`config.mk`:
```
export PLATFORM = sky130hd
export DESIGN_NAME = link_gpio_and_backchannel_ctrl
export DESIGN_NICKNAME = d
export VERILOG_FILES = /design/src/link_gpio_pkg.sv /design/src/link_gpio_and_backchannel_ctrl.sv
export VERILOG_INCLUDE_DIRS = /design/src /design/src/src
export SDC_FILE = /design/constraint.sdc
export NUM_CORES = 1
export LEC_CHECK = 0
export BUFFER_PORTS_ARGS = -buffer_cell sky130_fd_sc_hd__buf_4
export CAP_MARGIN = 0
export CORE_AREA = 8 8 113 115
export DETAILED_ROUTE_END_ITERATION = 10
export DIE_AREA = 0 0 121 123
export PLACE_DENSITY = 0.76
export SLEW_MARGIN = 10
export SYNTH_ARGS = -nofsm -noshare
export SYNTH_HDL_FRONTEND = slang
export SYNTH_SLANG_ARGS = --single-unit
export TNS_END_PERCENT = 1
```
`constraint.sdc`:
```
create_clock -name CLK -period 2.4 [get_ports CLK]
set_input_delay 0.24 -clock CLK [delete_from_list [all_inputs] [get_ports CLK]]
set_output_delay 0.24 -clock CLK [all_outputs]
set_load 0.005 [all_outputs]
```
`src/link_gpio_defines.svh`:
```
// register offsets, field positions, codes and timing counts for the link gpio block
`ifndef LINK_GPIO_DEFINES_SVH
`define LINK_GPIO_DEFINES_SVH
`define ADDR_GPIO0_CFG 8'h1D
`define ADDR_GPIO12_CFG 8'h1E
`define ADDR_GPIO3_CFG 8'h1F
`define ADDR_REG56_CFG 8'h20
`define ADDR_REG78_CFG 8'h21
`define ADDR_BC_RATE 8'h23
`define ADDR_PORT_SEL 8'h34
`define ADDR_CC_CFG 8'h43
`define ADDR_IN_STAT_LO 8'h6E
`define ADDR_IN_STAT_HI 8'h6F
`define CFG_RESET 8'h00
`define BC_RATE_RESET 8'h00
`define PORT_SEL_RESET 8'h01
`define CC_CFG_RESET 8'h00
`define CODE_OUT_LOW 4'h1
`define CODE_OUT_HIGH 4'h9
`define CODE_INPUT 4'h3
`define CODE_FWD_OUT 4'h5
`define BIT_BC_DIV_SEL 6
`define BIT_BC_HS_EN 4
`define MODE_NORMAL 3'h0
`define MODE_FAST4 3'h3
`define MODE_FAST2 3'h2
`define MODE_FAST1 3'h1
`define SAMPLES_NORMAL 4'h1
`define SAMPLES_FAST4 4'h6
`define SAMPLES_FAST2 4'hA
`define SAMPLES_FAST1 4'hF
`define DIV_SLOW 3'h4
`define DIV_MID 3'h2
`define DIV_FAST 3'h1
`endif

```
`src/link_gpio_pkg.sv`:
```
// types shared by the link gpio block
package link_gpio_pkg;
  typedef enum logic [1:0] {RATE_5M, RATE_10M, RATE_20M} bc_rate_e;
  typedef struct packed {
    logic we;
    logic re;
    logic [7:0] addr;
    logic [7:0] wdata;
  } reg_req_s;
  typedef struct packed {
    logic [3:0] gpio;
    logic intr_n;
    logic [3:0] count;
    logic valid;
  } bc_sample_s;
  typedef enum logic [1:0] {INT_IDLE, INT_SENT, INT_WAIT_RELEASE} int_state_e;
endpackage

```
`src/link_gpio_and_backchannel_ctrl.sv`:
```
// link gpio, register-only gpio, back channel rate and remote interrupt forwarding
//=====================================================================
`timescale 1ns/1ps
`include "link_gpio_defines.svh"
module link_gpio_and_backchannel_ctrl #(
  parameter int NGPIO = 4,
  parameter int NREG = 4
) (
  input wire logic CLK,
  input wire logic SRST,
  input wire link_gpio_pkg::reg_req_s REQ,
  output logic [7:0] RDATA,
  output logic RVALID,
  input wire logic TWO_LANE,
  input wire logic STRAP_HS,
  input wire logic MODE18_LOAD,
  input wire logic MODE18_VALUE,
  output logic MODE18,
  input wire logic REMOTE_INTERRUPT_INPUT_N,
  output logic BC_INTR,
  input wire logic [NGPIO-1:0] FWD_GPIO,
  input wire logic [NGPIO-1:0] FWD_D_GPIO,
  input wire logic [NGPIO-1:0] GPIO_I,
  output logic [NGPIO-1:0] GPIO_O,
  output logic [NGPIO-1:0] GPIO_OE,
  input wire logic [NGPIO-1:0] D_GPIO_I,
  output logic [NGPIO-1:0] D_GPIO_O,
  output logic [NGPIO-1:0] D_GPIO_OE,
  input wire logic [NREG-1:0] REG_GPIO_I,
  output logic [NREG-1:0] REG_GPIO_O,
  output logic [NREG-1:0] REG_GPIO_OE,
  output logic [NREG-1:0] AUDIO_IN_BLOCK,
  output link_gpio_pkg::bc_sample_s BC_SAMPLE,
  output logic [2:0] BC_DIVIDER,
  output link_gpio_pkg::bc_rate_e BC_RATE
);
  logic [15:0] cfg_q [2];
  logic [15:0] reg_cfg_q;
  logic [7:0] bc_rate_q;
  logic [1:0] port_sel_q;
  logic [7:0] cc_cfg_q;
  logic strap_seen_q;
  logic [NGPIO-1:0] g_s1_q, g_s2_q, d_s1_q, d_s2_q;
  logic [NREG-1:0] r_s1_q, r_s2_q;
  logic int_s1_q, int_s2_q, int_prev_q;
  link_gpio_pkg::int_state_e int_q;
  logic [3:0] samp_cnt_q;
  logic [3:0] samp_target;
  logic [3:0] gpio_in_sel;
  logic wr_port0, wr_port1;
  logic [3:0] reg_code [NREG];
  //=====================================================================
  // input synchronisers
  always_ff @(posedge CLK) begin
    if (SRST) begin
      g_s1_q <= '0;
      g_s2_q <= '0;
      d_s1_q <= '0;
      d_s2_q <= '0;
      r_s1_q <= '0;
      r_s2_q <= '0;
      int_s1_q <= 1'b1;
      int_s2_q <= 1'b1;
    end else begin
      g_s1_q <= GPIO_I;
      g_s2_q <= g_s1_q;
      d_s1_q <= D_GPIO_I;
      d_s2_q <= d_s1_q;
      r_s1_q <= REG_GPIO_I;
      r_s2_q <= r_s1_q;
      int_s1_q <= REMOTE_INTERRUPT_INPUT_N;
      int_s2_q <= int_s1_q;
    end
  end
  //=====================================================================
  // register writes
  // the duplicated port-0/port-1 gpio bank
  assign wr_port0 = REQ.we && port_sel_q[0];
  assign wr_port1 = REQ.we && port_sel_q[1];
  always_ff @(posedge CLK) begin
    if (SRST) begin
      cfg_q[0] <= {2{`CFG_RESET}};
      cfg_q[1] <= {2{`CFG_RESET}};
    end else begin
      if (wr_port0 && REQ.addr == `ADDR_GPIO0_CFG) cfg_q[0][3:0] <= REQ.wdata[3:0];
      if (wr_port0 && REQ.addr == `ADDR_GPIO12_CFG) cfg_q[0][11:4] <= REQ.wdata;
      if (wr_port0 && REQ.addr == `ADDR_GPIO3_CFG) cfg_q[0][15:12] <= REQ.wdata[3:0];
      if (wr_port1 && REQ.addr == `ADDR_GPIO0_CFG) cfg_q[1][3:0] <= REQ.wdata[3:0];
      if (wr_port1 && REQ.addr == `ADDR_GPIO12_CFG) cfg_q[1][11:4] <= REQ.wdata;
      if (wr_port1 && REQ.addr == `ADDR_GPIO3_CFG) cfg_q[1][15:12] <= REQ.wdata[3:0];
    end
  end
  always_ff @(posedge CLK) begin
    if (SRST) begin
      reg_cfg_q <= {2{`CFG_RESET}};
      cc_cfg_q <= `CC_CFG_RESET;
      port_sel_q <= 2'(`PORT_SEL_RESET);
    end else if (REQ.we) begin
      if (REQ.addr == `ADDR_REG56_CFG) reg_cfg_q[7:0] <= REQ.wdata;
      if (REQ.addr == `ADDR_REG78_CFG) reg_cfg_q[15:8] <= REQ.wdata;
      if (REQ.addr == `ADDR_CC_CFG) cc_cfg_q <= REQ.wdata;
      if (REQ.addr == `ADDR_PORT_SEL) port_sel_q <= REQ.wdata[1:0];
    end
  end
  // strap caught once after reset release, then software owns the bit
  always_ff @(posedge CLK) begin
    if (SRST) begin
      bc_rate_q <= `BC_RATE_RESET;
      strap_seen_q <= 1'b0;
    end else if (!strap_seen_q) begin
      strap_seen_q <= 1'b1;
      bc_rate_q[`BIT_BC_HS_EN] <= STRAP_HS;
    end else if (REQ.we && REQ.addr == `ADDR_BC_RATE) begin
      bc_rate_q <= REQ.wdata;
    end
  end
  always_ff @(posedge CLK) begin
    if (SRST) MODE18 <= 1'b0;
    else if (MODE18_LOAD) MODE18 <= MODE18_VALUE;
  end
  //=====================================================================
  // register reads
  always_comb begin
    for (int i = 0; i < 4; i++) begin
      gpio_in_sel[i] = g_s2_q[i];
    end
  end
  always_ff @(posedge CLK) begin
    if (SRST) begin
      RDATA <= 8'h00;
      RVALID <= 1'b0;
    end else begin
      RVALID <= REQ.re;
      RDATA <= 8'h00;
      if (REQ.re) begin
        unique case (REQ.addr)
          `ADDR_GPIO0_CFG: RDATA <= {4'h0, cfg_q[port_sel_q[1]][3:0]};
          `ADDR_GPIO12_CFG: RDATA <= cfg_q[port_sel_q[1]][11:4];
          `ADDR_GPIO3_CFG: RDATA <= {4'h0, cfg_q[port_sel_q[1]][15:12]};
          `ADDR_REG56_CFG: RDATA <= reg_cfg_q[7:0];
          `ADDR_REG78_CFG: RDATA <= reg_cfg_q[15:8];
          `ADDR_BC_RATE: RDATA <= bc_rate_q;
          `ADDR_PORT_SEL: RDATA <= {6'h00, port_sel_q};
          `ADDR_CC_CFG: RDATA <= cc_cfg_q;
          `ADDR_IN_STAT_LO: RDATA <= {r_s2_q[2:0], 1'b0, port_sel_q[1] ? d_s2_q : gpio_in_sel};
          `ADDR_IN_STAT_HI: RDATA <= {7'h00, r_s2_q[3]};
          default: RDATA <= 8'h00;
        endcase
      end
    end
  end
  //=====================================================================
  // pin drivers
  generate
    for (genvar i = 0; i < NGPIO; i++) begin : g_link
      logic [3:0] c0, c1;
      assign c0 = cfg_q[0][4*i+3:4*i];
      assign c1 = cfg_q[1][4*i+3:4*i];
      always_ff @(posedge CLK) begin
        if (SRST) begin
          GPIO_O[i] <= 1'b0;
          GPIO_OE[i] <= 1'b0;
          D_GPIO_O[i] <= 1'b0;
          D_GPIO_OE[i] <= 1'b0;
        end else begin
          GPIO_OE[i] <= (c0 == `CODE_FWD_OUT) || (c0 == `CODE_OUT_LOW) || (c0 == `CODE_OUT_HIGH);
          GPIO_O[i] <= (c0 == `CODE_FWD_OUT) ? FWD_GPIO[i] : (c0 == `CODE_OUT_HIGH);
          // secondary lane pins stay released on a single-lane link
          D_GPIO_OE[i] <= TWO_LANE && ((c1 == `CODE_FWD_OUT) || (c1 == `CODE_OUT_LOW) ||
                                       (c1 == `CODE_OUT_HIGH));
          D_GPIO_O[i] <= TWO_LANE && ((c1 == `CODE_FWD_OUT) ? FWD_D_GPIO[i] : (c1 == `CODE_OUT_HIGH));
        end
      end
    end
    for (genvar j = 0; j < NREG; j++) begin : g_reg
      assign reg_code[j] = reg_cfg_q[4*j+3:4*j];
      always_ff @(posedge CLK) begin
        if (SRST) begin
          REG_GPIO_O[j] <= 1'b0;
          REG_GPIO_OE[j] <= 1'b0;
          AUDIO_IN_BLOCK[j] <= 1'b0;
        end else begin
          REG_GPIO_OE[j] <= (reg_code[j] == `CODE_OUT_LOW) || (reg_code[j] == `CODE_OUT_HIGH);
          REG_GPIO_O[j] <= reg_code[j] == `CODE_OUT_HIGH;
          AUDIO_IN_BLOCK[j] <= reg_code[j] != 4'h0;
        end
      end
    end
  endgenerate
  //=====================================================================
  // back channel rate
  always_ff @(posedge CLK) begin
    if (SRST) begin
      BC_DIVIDER <= `DIV_SLOW;
      BC_RATE <= link_gpio_pkg::RATE_5M;
    end else begin
      if (bc_rate_q[`BIT_BC_HS_EN]) begin
        BC_DIVIDER <= `DIV_FAST;
        BC_RATE <= link_gpio_pkg::RATE_20M;
      end else if (bc_rate_q[`BIT_BC_DIV_SEL]) begin
        BC_DIVIDER <= `DIV_MID;
        BC_RATE <= link_gpio_pkg::RATE_10M;
      end else begin
        BC_DIVIDER <= `DIV_SLOW;
        BC_RATE <= link_gpio_pkg::RATE_5M;
      end
    end
  end
  //=====================================================================
  // back channel sampling
  always_comb begin
    unique case (cc_cfg_q[2:0])
      `MODE_FAST4: samp_target = `SAMPLES_FAST4;
      `MODE_FAST2: samp_target = `SAMPLES_FAST2;
      `MODE_FAST1: samp_target = `SAMPLES_FAST1;
      default: samp_target = `SAMPLES_NORMAL;
    endcase
  end
  // one sample per pulse; count says position within the frame
  always_ff @(posedge CLK) begin
    if (SRST) begin
      samp_cnt_q <= 4'h0;
      BC_SAMPLE <= '0;
    end else begin
      samp_cnt_q <= (samp_cnt_q + 4'h1 >= samp_target) ? 4'h0 : samp_cnt_q + 4'h1;
      BC_SAMPLE.valid <= 1'b1;
      BC_SAMPLE.count <= samp_cnt_q;
      BC_SAMPLE.intr_n <= int_s2_q;
      for (int k = 0; k < NGPIO; k++) begin
        BC_SAMPLE.gpio[k] <= (cfg_q[0][4*k+:4] == `CODE_INPUT) && g_s2_q[k];
      end
      if (cc_cfg_q[2:0] == `MODE_FAST2) BC_SAMPLE.gpio[3:2] <= 2'b00;
      if (cc_cfg_q[2:0] == `MODE_FAST1) BC_SAMPLE.gpio[3:1] <= 3'b000;
    end
  end
  //=====================================================================
  // remote interrupt forwarding
  always_ff @(posedge CLK) begin
    if (SRST) begin
      int_q <= link_gpio_pkg::INT_IDLE;
      int_prev_q <= 1'b1;
      BC_INTR <= 1'b0;
    end else begin
      int_prev_q <= int_s2_q;
      unique case (int_q)
        link_gpio_pkg::INT_IDLE: begin
          if (int_prev_q && !int_s2_q) begin
            int_q <= link_gpio_pkg::INT_SENT;
            BC_INTR <= 1'b1;
          end
        end
        link_gpio_pkg::INT_SENT: begin
          int_q <= link_gpio_pkg::INT_WAIT_RELEASE;
        end
        link_gpio_pkg::INT_WAIT_RELEASE: begin
          if (int_s2_q) begin
            int_q <= link_gpio_pkg::INT_IDLE;
            BC_INTR <= 1'b0;
          end
        end
        default: int_q <= link_gpio_pkg::INT_IDLE;
      endcase
    end
  end
  //=====================================================================
  // checks
  a_hs_forces_div: assert property (@(posedge CLK) disable iff (SRST)
    bc_rate_q[`BIT_BC_HS_EN] && $stable(bc_rate_q) |=> BC_DIVIDER == `DIV_FAST)
    else $error("high speed did not force divide by one");
  a_hs_rate: assert property (@(posedge CLK) disable iff (SRST)
    bc_rate_q[`BIT_BC_HS_EN] |=> BC_RATE == link_gpio_pkg::RATE_20M)
    else $error("high speed did not select the fast rate");
  a_strap_capture: assert property (@(posedge CLK) disable iff (SRST)
    $rose(strap_seen_q) |-> bc_rate_q[`BIT_BC_HS_EN] == $past(STRAP_HS))
    else $error("strap not captured into high speed bit");
  a_div_sel_rate: assert property (@(posedge CLK) disable iff (SRST)
    !bc_rate_q[`BIT_BC_HS_EN] && $stable(bc_rate_q) |=>
    BC_DIVIDER == ($past(bc_rate_q[`BIT_BC_DIV_SEL]) ? `DIV_MID : `DIV_SLOW))
    else $error("divider select wrong");
  a_int_forward: assert property (@(posedge CLK) disable iff (SRST)
    int_q == link_gpio_pkg::INT_IDLE && int_prev_q && !int_s2_q |=> BC_INTR)
    else $error("falling interrupt not forwarded");
  a_int_release: assert property (@(posedge CLK) disable iff (SRST)
    int_q == link_gpio_pkg::INT_WAIT_RELEASE && int_s2_q |=> !BC_INTR && int_q == link_gpio_pkg::INT_IDLE)
    else $error("interrupt not rearmed after release");
  // one cycle of grace while a mode change wraps the count
  a_sample_wrap: assert property (@(posedge CLK) disable iff (SRST)
    $stable(cc_cfg_q[2:0]) |-> samp_cnt_q < samp_target)
    else $error("sample count beyond frame");
  a_dgpio_single: assert property (@(posedge CLK) disable iff (SRST)
    !$past(TWO_LANE) |-> D_GPIO_OE == '0)
    else $error("secondary gpio driven on single lane");
  a_local_high: assert property (@(posedge CLK) disable iff (SRST)
    cfg_q[0][3:0] == `CODE_OUT_HIGH ##1 $stable(cfg_q[0][3:0]) |-> GPIO_OE[0] && GPIO_O[0])
    else $error("gpio0 not driven high");
  a_fwd_output: assert property (@(posedge CLK) disable iff (SRST)
    cfg_q[0][7:4] == `CODE_FWD_OUT |=> GPIO_O[1] == $past(FWD_GPIO[1]))
    else $error("gpio1 not following forward data");
  a_reg_low: assert property (@(posedge CLK) disable iff (SRST)
    reg_code[2] == `CODE_OUT_LOW ##1 $stable(reg_code[2]) |-> REG_GPIO_OE[2] && !REG_GPIO_O[2])
    else $error("register gpio7 not driven low");
  a_audio_override: assert property (@(posedge CLK) disable iff (SRST)
    reg_code[0] != 4'h0 |=> AUDIO_IN_BLOCK[0])
    else $error("gpio5 mode did not block audio input");
  a_write_both: assert property (@(posedge CLK) disable iff (SRST)
    REQ.we && REQ.addr == `ADDR_GPIO0_CFG && port_sel_q == 2'h3 |=>
    cfg_q[0][3:0] == $past(REQ.wdata[3:0]) && cfg_q[1][3:0] == $past(REQ.wdata[3:0]))
    else $error("dual port write missed a port");
  a_read_answer: assert property (@(posedge CLK) disable iff (SRST)
    REQ.re |=> RVALID)
    else $error("read not answered");
  a_status_high: assert property (@(posedge CLK) disable iff (SRST)
    REQ.re && REQ.addr == `ADDR_IN_STAT_HI |=> RDATA == {7'h00, $past(r_s2_q[3])})
    else $error("gpio8 status not returned");
  a_reg_fast1_mask: assert property (@(posedge CLK) disable iff (SRST)
    cc_cfg_q[2:0] == `MODE_FAST1 && $stable(cc_cfg_q) |=> BC_SAMPLE.gpio[3:1] == 3'b000)
    else $error("unused gpios sampled in one gpio mode");
endmodule

```
==> out/results.ini, run 1 <==
[grt]
overflow = 0
grt_pass1_wl_um = 23100
grtUsageMet3 = 0.0635
grt_pass1_vias = 4599
grt_use_met2 = 0.327
grt_usage = 0.201
met1_usage = 0.236
grt_antenna_before_repair = 0
grt_max_degree = 37
busiest_layer = met2

[yosys]
synth.area.top_cells = dfxtp_1, edfxtp_1, mux2i_1
yosys.area.top_type = dfxtp_1
ys_seq_elements = 152
syn_nets = 597
seq_area_frac_synth = 0.576
synth_edf_count = 32
avgSynthCellArea_um2 = 10.7
synth_cell_type_count = 52
synth.cell_area_mm2 = 0.00584
synth-async-reset-ratio = 0
synth_top_area_share = 0.411
ys_warn_count = 0
synth_ff_type = dfxtp_1
syn_inst = 547

[clock_tree]
cts_sinks = 152
cts_setup_buffers = 0
cts_buffers = 17
clock_latency_ns = 0.42
htree_levels = 4
clock-root-buffer = clkbuf_16
cts_tree = yes
clock_path_buffers = 2
clk_pin_slew_ns = 0.06

[final_layout]
diodes = 0
drive_above_1_share = 0.254
final_nets = 711
fillCellCount = 821
finish.utilization = 0.670
finalInstanceArea_mm2 = 0.00743
area_growth_pct = 27.2

[floorplanning]
die_x_um = 121
die_area_mm2 = 0.0149
core_region_area_mm2 = 0.0111
die_h_um = 123
initial_utilization = 0.527
num_rows = 39
pin_count = 99

[worst_setup_path]
worstRegToRegCells = 7
crit_start = cc_cfg_q[2]$_SDFFE_PP0P_
crit_top_cell = a21o_1
startpoint_type = flip-flop
critPathBufInv = 0
crit_required_ns = 2.75
critPathMaxStageDelay_ns = 0.37
reg2reg_slack_ns = 0.52
rr_endpoint = samp_cnt_q[2]$_SDFF_PP0_
slowest_stage = dfxtp_1
path_cells = nand2b_1 > and2_1 > ha_1 > a21o_1 > a21o_1 > a211o_1 > nor2b_1
critPathArrivalTime_ns = 2.23
crit_fanout = 5
critPathTopFamily = compound AO/OA/AOI/OAI gates
critPathKind = flip-flop to flip-flop
reg2reg_from = cc_cfg_q[2]$_SDFFE_PP0P_
cp-end-kind = flip-flop

[place]
placed_cell_area_mm2 = 0.00680
gp_congestion = 0.875
port_buffers = 98
dp_hpwl_um = 10700
dp_slack_ns = 0.333

[power]
p_per_area_mw_per_mm2 = 763
p_total_mw = 5.67
power_leakage_nw = 2.97
max-vdd-ir-drop_mv = 0.526

[drt]
viasPerCell = 5.61
final_antenna_net_count = 0
initialDrtViolationCount = 455
dr.pass1.iters = 5
wl_per_cell_um = 18.0
drcViolationCount = 0
drt-total-wl_um = 14700
num_vias = 4587

[timing]
fin_crit_sh = 0.783
timing.fmax_mhz = 532
worst_slew_pin_slew_ns = 0.614
rsz0062_at_grt = no
timing.slew.headroom = 0.586
finalMaxSlewViolations = 0
setup_ws_ns = 0.520
skew_ns = 0.00586
finalSetupTns_ns = 0
fin_crit_ns = 1.88
finalHoldViolCount = 0
setup-violations-final = 0

[worst_hold_path]
hold_depth = 2
worstHoldStart = D_GPIO_I[3]
min_path_type = primary input to flip-flop
hold_end = d_s1_q[3]$_SDFF_PP0_

[status]
status = complete, no violations

[flow_run]
cap_violations = 0

## metrics by stage
stage | hold WS (ns) | instances
4_1_cts | 0.0165 | 817
3_5_place_dp | 0.402 | 784
2_1_floorplan | 0.344 | 547
6_report | 0.0264 | 817
5_1_grt | 0.0274 | 817
3_3_place_gp | 0.406 | 784
## report_power, final
part / internal (mW) / switching, mW / leakage, nW
logic: 0.120 / 0.136 / 1.35
registers: 2.66 / 0.0338 / 1.31
clock network: 1.72 / 0.995 / 0.309
total: 4.50 / 1.16 / 2.97
## state kept, by name (all words and copies together) (netlist names), 8 cells and up, named ones only
| register | flops |
|---|---|
| cfg_q | 32 |
| reg_cfg_q | 16 |
| BC_SAMPLE | 10 |
| RDATA | 8 |
| bc_rate_q | 8 |
| cc_cfg_q | 8 |
## per-layer routing
layer | wire length, um | vias up
met5 | 0 | -
met4 | 403 | 0
met3 | 1190 | 35
met2 | 7010 | 194
met1 | 6100 | 2184
li1 | - | 2174
## synth_stat cells, types with 5 or more instances
library cell    n
nand3_1        21
mux2i_1        35
nor2_1         41
mux2_2         10
edfxtp_1       32
o22ai_1         5
nand2_1        45
nor3_1          7
nor4_1          8
a21oi_1        38
a22oi_1         7
inv_1           5
nand3b_1        8
nor2b_1        33
a221oi_1        8
and2_1         28
ha_1            5
dfxtp_1       120
nand2b_1        6
clkbuf_1       13
nor4b_1         5
o21ai_0        11
## final cells by class
cell class,instances,area (um^2),area share
clock buffer,27,567,0.0763
clock inverter,5,51.3,0.00691
inverter,6,22.5,0.00303
multi-input combinational,364,2340,0.315
sequential,152,3360,0.453
tap,143,179,0.0241
timing repair buffer,120,903,0.122
## cells by family (layout without fill, tap and decap cells)
family / count (synthesis) / in the layout / share of synthesized area
multiplexers: 45 / 45 / 0.0793
adder cells (fa/ha/maj): 5 / 5 / 0.0107
buffers and inverters: 31 / 158 / 0.0234
AO/OA/AOI/OAI: 86 / 86 / 0.0932
XOR/XNOR: 3 / 3 / 0.00450
flip-flops: 152 / 152 / 0.576
AND/OR/NAND/NOR: 225 / 225 / 0.213
## how the worst max path moves through the flow
stage	cells after the start	endpoint	slack (ns)
final	7	samp_cnt_q[2]$_SDFF_PP0_	0.52
after global placement	6	cfg_q[1][2]$_DFFE_PP_	0.41
after global routing	7	samp_cnt_q[2]$_SDFF_PP0_	0.41
after CTS	6	samp_cnt_q[2]$_SDFF_PP0_	0.52
after detailed placement	6	cfg_q[0][6]$_DFFE_PP_	0.33
after floorplan	4	cfg_q[0][10]$_SDFFCE_PP0P_	0.37
## layout by cell type, fill, tap and decap left out, types with 4 or more instances in the layout
cell	n
a21oi_1	38
ha_1	5
clkbuf_16	20
and2_1	28
inv_1	5
nor3_1	7
buf_4	119
nand3b_1	8
nor4_1	8
nand3_1	21
a221oi_1	8
nor4b_1	5
nor2_1	41
nor2b_1	33
mux2i_1	35
clkbuf_8	4
or2_2	4
a22oi_1	7
edfxtp_1	32
o22ai_1	5
nand2_1	45
o21ai_0	11
mux2_2	10
dfxtp_1	120
nand2b_1	6
## timing repair
| action | in CTS | in global routing |
|---|---|---|
| endpoints found under the hold margin | 1 | 0 |
| resized for setup | 0 | 0 |
| hold buffers | 1 | 0 |
Note: power is estimated with default switching activity, not from simulation.
==> run 2: changes to the inputs <==
CORE_AREA = 8 8 118 120   (was 8 8 113 115)
DIE_AREA = 0 0 126 128   (was 0 0 121 123)
PLACE_DENSITY = 0.73   (was 0.76)
clock period = 1.7 ns   (was 2.4 ns; I/O delays follow)
==> run 2 against run 1 <==
Core utilization down 2.5 points. Total power grew 40%. Flip-flop and latch count unchanged. Final cell count grew 6.5%. Critical path type unchanged. Wire length grew 7.2%. Critical endpoint is now samp_cnt_q[3]$_SDFF_PP0_. Sequential power grew 42%. Die area is 8.4% higher. Cell area grew 6.1%. Global-route usage is 0.098 points lower. Worst hold slack got worse by 0.018 ns. Non-clock buffer count up 46.
==> out/results.ini, run 2 (synthesized netlist as in run 1, its figures left out) <==
[worst_setup_path]
critPathArrivalTime_ns = 2.03
startpoint_type = flip-flop
cp-end-kind = flip-flop
crit_fanout = 4
critPathKind = flip-flop to flip-flop
crit_required_ns = 2.06

[timing]
timing.fmax_mhz = 601
rsz0062_at_grt = yes
worst_slew_pin_slew_ns = 0.421
timing.slew.headroom = 0.717
setup-violations-final = 0
skew_ns = 0.00931
finalSetupTns_ns = 0
fin_crit_ns = 1.66
fin_crit_sh = 0.979
finalMaxSlewViolations = 0
finalHoldViolCount = 0

[grt]
grt_usage = 0.200
grt_pass1_wl_um = 24900
grt_use_met2 = 0.351
grtUsageMet3 = 0.0524
busiest_layer = met2
grt_max_degree = 23
grt_pass1_vias = 4890
met1_usage = 0.223
overflow = 0
grt_antenna_before_repair = 0

[place]
dp_hpwl_um = 11600
gp_congestion = 0.919
port_buffers = 98

[clock_tree]
clock_latency_ns = 0.42
clk_pin_slew_ns = 0.06
cts_buffers = 17
clock-root-buffer = clkbuf_16
cts_sinks = 152
cts_tree = yes
htree_levels = 4
clock_path_buffers = 2

[drt]
num_vias = 4735
drcViolationCount = 0
dr.pass1.iters = 5
wl_per_cell_um = 18.1
final_antenna_net_count = 0
drt-total-wl_um = 15800
initialDrtViolationCount = 320
viasPerCell = 5.44

[final_layout]
mostFrequentLayoutCells = buf_4, dfxtp_1, nand2_1
final_nets = 757
largest_register_ffs = 32
diodes = 0
largestRegisters = cfg_q: 32 flops, reg_cfg_q: 16 flops, BC_SAMPLE: 10 flops
finish.utilization = 0.645
area_growth_pct = 34.9
final_common_cell = buf_4
drive_above_1_share = 0.297
top_register = cfg_q

[power]
clkPwrFrac = 0.467
p_sw_mw = 1.64
p_comb_frac = 0.053
sw_frac_of_total = 0.207
p_int_mw = 6.30
p_per_area_mw_per_mm2 = 1010
max-vdd-ir-drop_mv = 0.567
power_leakage_nw = 3.18
p_seq_frac = 0.479
p_total_mw = 7.94

[status]
status = complete, no violations

[floorplanning]
die_area_mm2 = 0.0161
die_x_um = 126
pin_count = 99
num_rows = 41
initial_utilization = 0.478
die_h_um = 128
core_region_area_mm2 = 0.0122

[flow_run]
cap_violations = 0

[worst_hold_path]
min_path_type = primary input to flip-flop

[run 2: changes by cell type in the layout (fill, tap and decap cells not counted), sizes merged]
cell,delta
buf,+33
inv,+1
clkbuf,-2
bufinv,+1
dlygate4sd3,+13
[run 2: critical path: stages, from the launching register on]
cell	delay [ns]
dfxtp_2	0.33
nand2b_4	0.15
ha_4	0.20
nand2b_4	0.13
a21o_1	0.17
a21o_1	0.15
a211o_1	0.35
nor2b_1	0.12
[run 2: area by class of cell]
class,instances,area [um^2]
Clock inverter,7,91.3
Multi-Input combinational cell,364,2410
Sequential cell,152,3370
Fill cell,970,4330
Clock buffer,25,497
Inverter,6,22.5
Tap cell,150,188
Timing Repair Buffer,166,1300
[run 2: metal layers]
layer | up-vias | wire length (um) | share of wire
li1 | 2272 | - | -
met1 | 2267 | 6420 | 0.41
met2 | 159 | 8070 | 0.51
met3 | 37 | 872 | 0.055
met4 | 0 | 396 | 0.025
met5 | - | 0 | 0
[run 2: through the flow]
step	setup WS, ns	hold slack (ns)	cell area [um^2]	instances
global route	-0.0332	0.00471	7880	870
finish	0.0353	0.00852	7880	870
floorplan	-0.0389	0.274	5840	547
detailed placement	-0.339	0.358	7060	823
global placement	-0.240	0.359	7060	823
CTS	0.00198	0.0141	7840	869
[run 2: power groups by stage]
stage	logic (mW)	clock network, mW	registers [mW]
floorplan	0.161	0	3.87
global placement	0.386	0	3.88
detailed placement	0.393	0	3.88
CTS	0.422	3.75	3.81
global route	0.455	3.91	3.81
finish	0.424	3.71	3.81
[run 2: timing repair]
| action | 4_1_cts | 5_1_grt |
|---|---|---|
| setup endpoints to repair | 4 | 12 |
| resized for setup | 9 | 4 |
| hold buffers | 14 | 0 |
| pin swaps | 4 | 5 |
| endpoints found under the hold margin | 13 | 0 |
| setup buffers | 0 | 1 |
[run 2: path summary, 6_finish.rpt]
| kind | from | cells past startpoint | end | slack (ns) |
|---|---|---|---|---|
| hold / removal | D_GPIO_I[1] | 2 | d_s1_q[1]$_SDFF_PP0_ | 0.009 |
| setup / recovery | cc_cfg_q[2]$_SDFFE_PP0P_ | 7 | samp_cnt_q[3]$_SDFF_PP0_ | 0.04 |
| setup reg to reg | cc_cfg_q[2]$_SDFFE_PP0P_ | 7 | samp_cnt_q[3]$_SDFF_PP0_ | 0.04 |
| hold reg to reg | int_s1_q$_SDFF_PP1_ | 1 | int_s2_q$_SDFF_PP1_ | 0.41 |
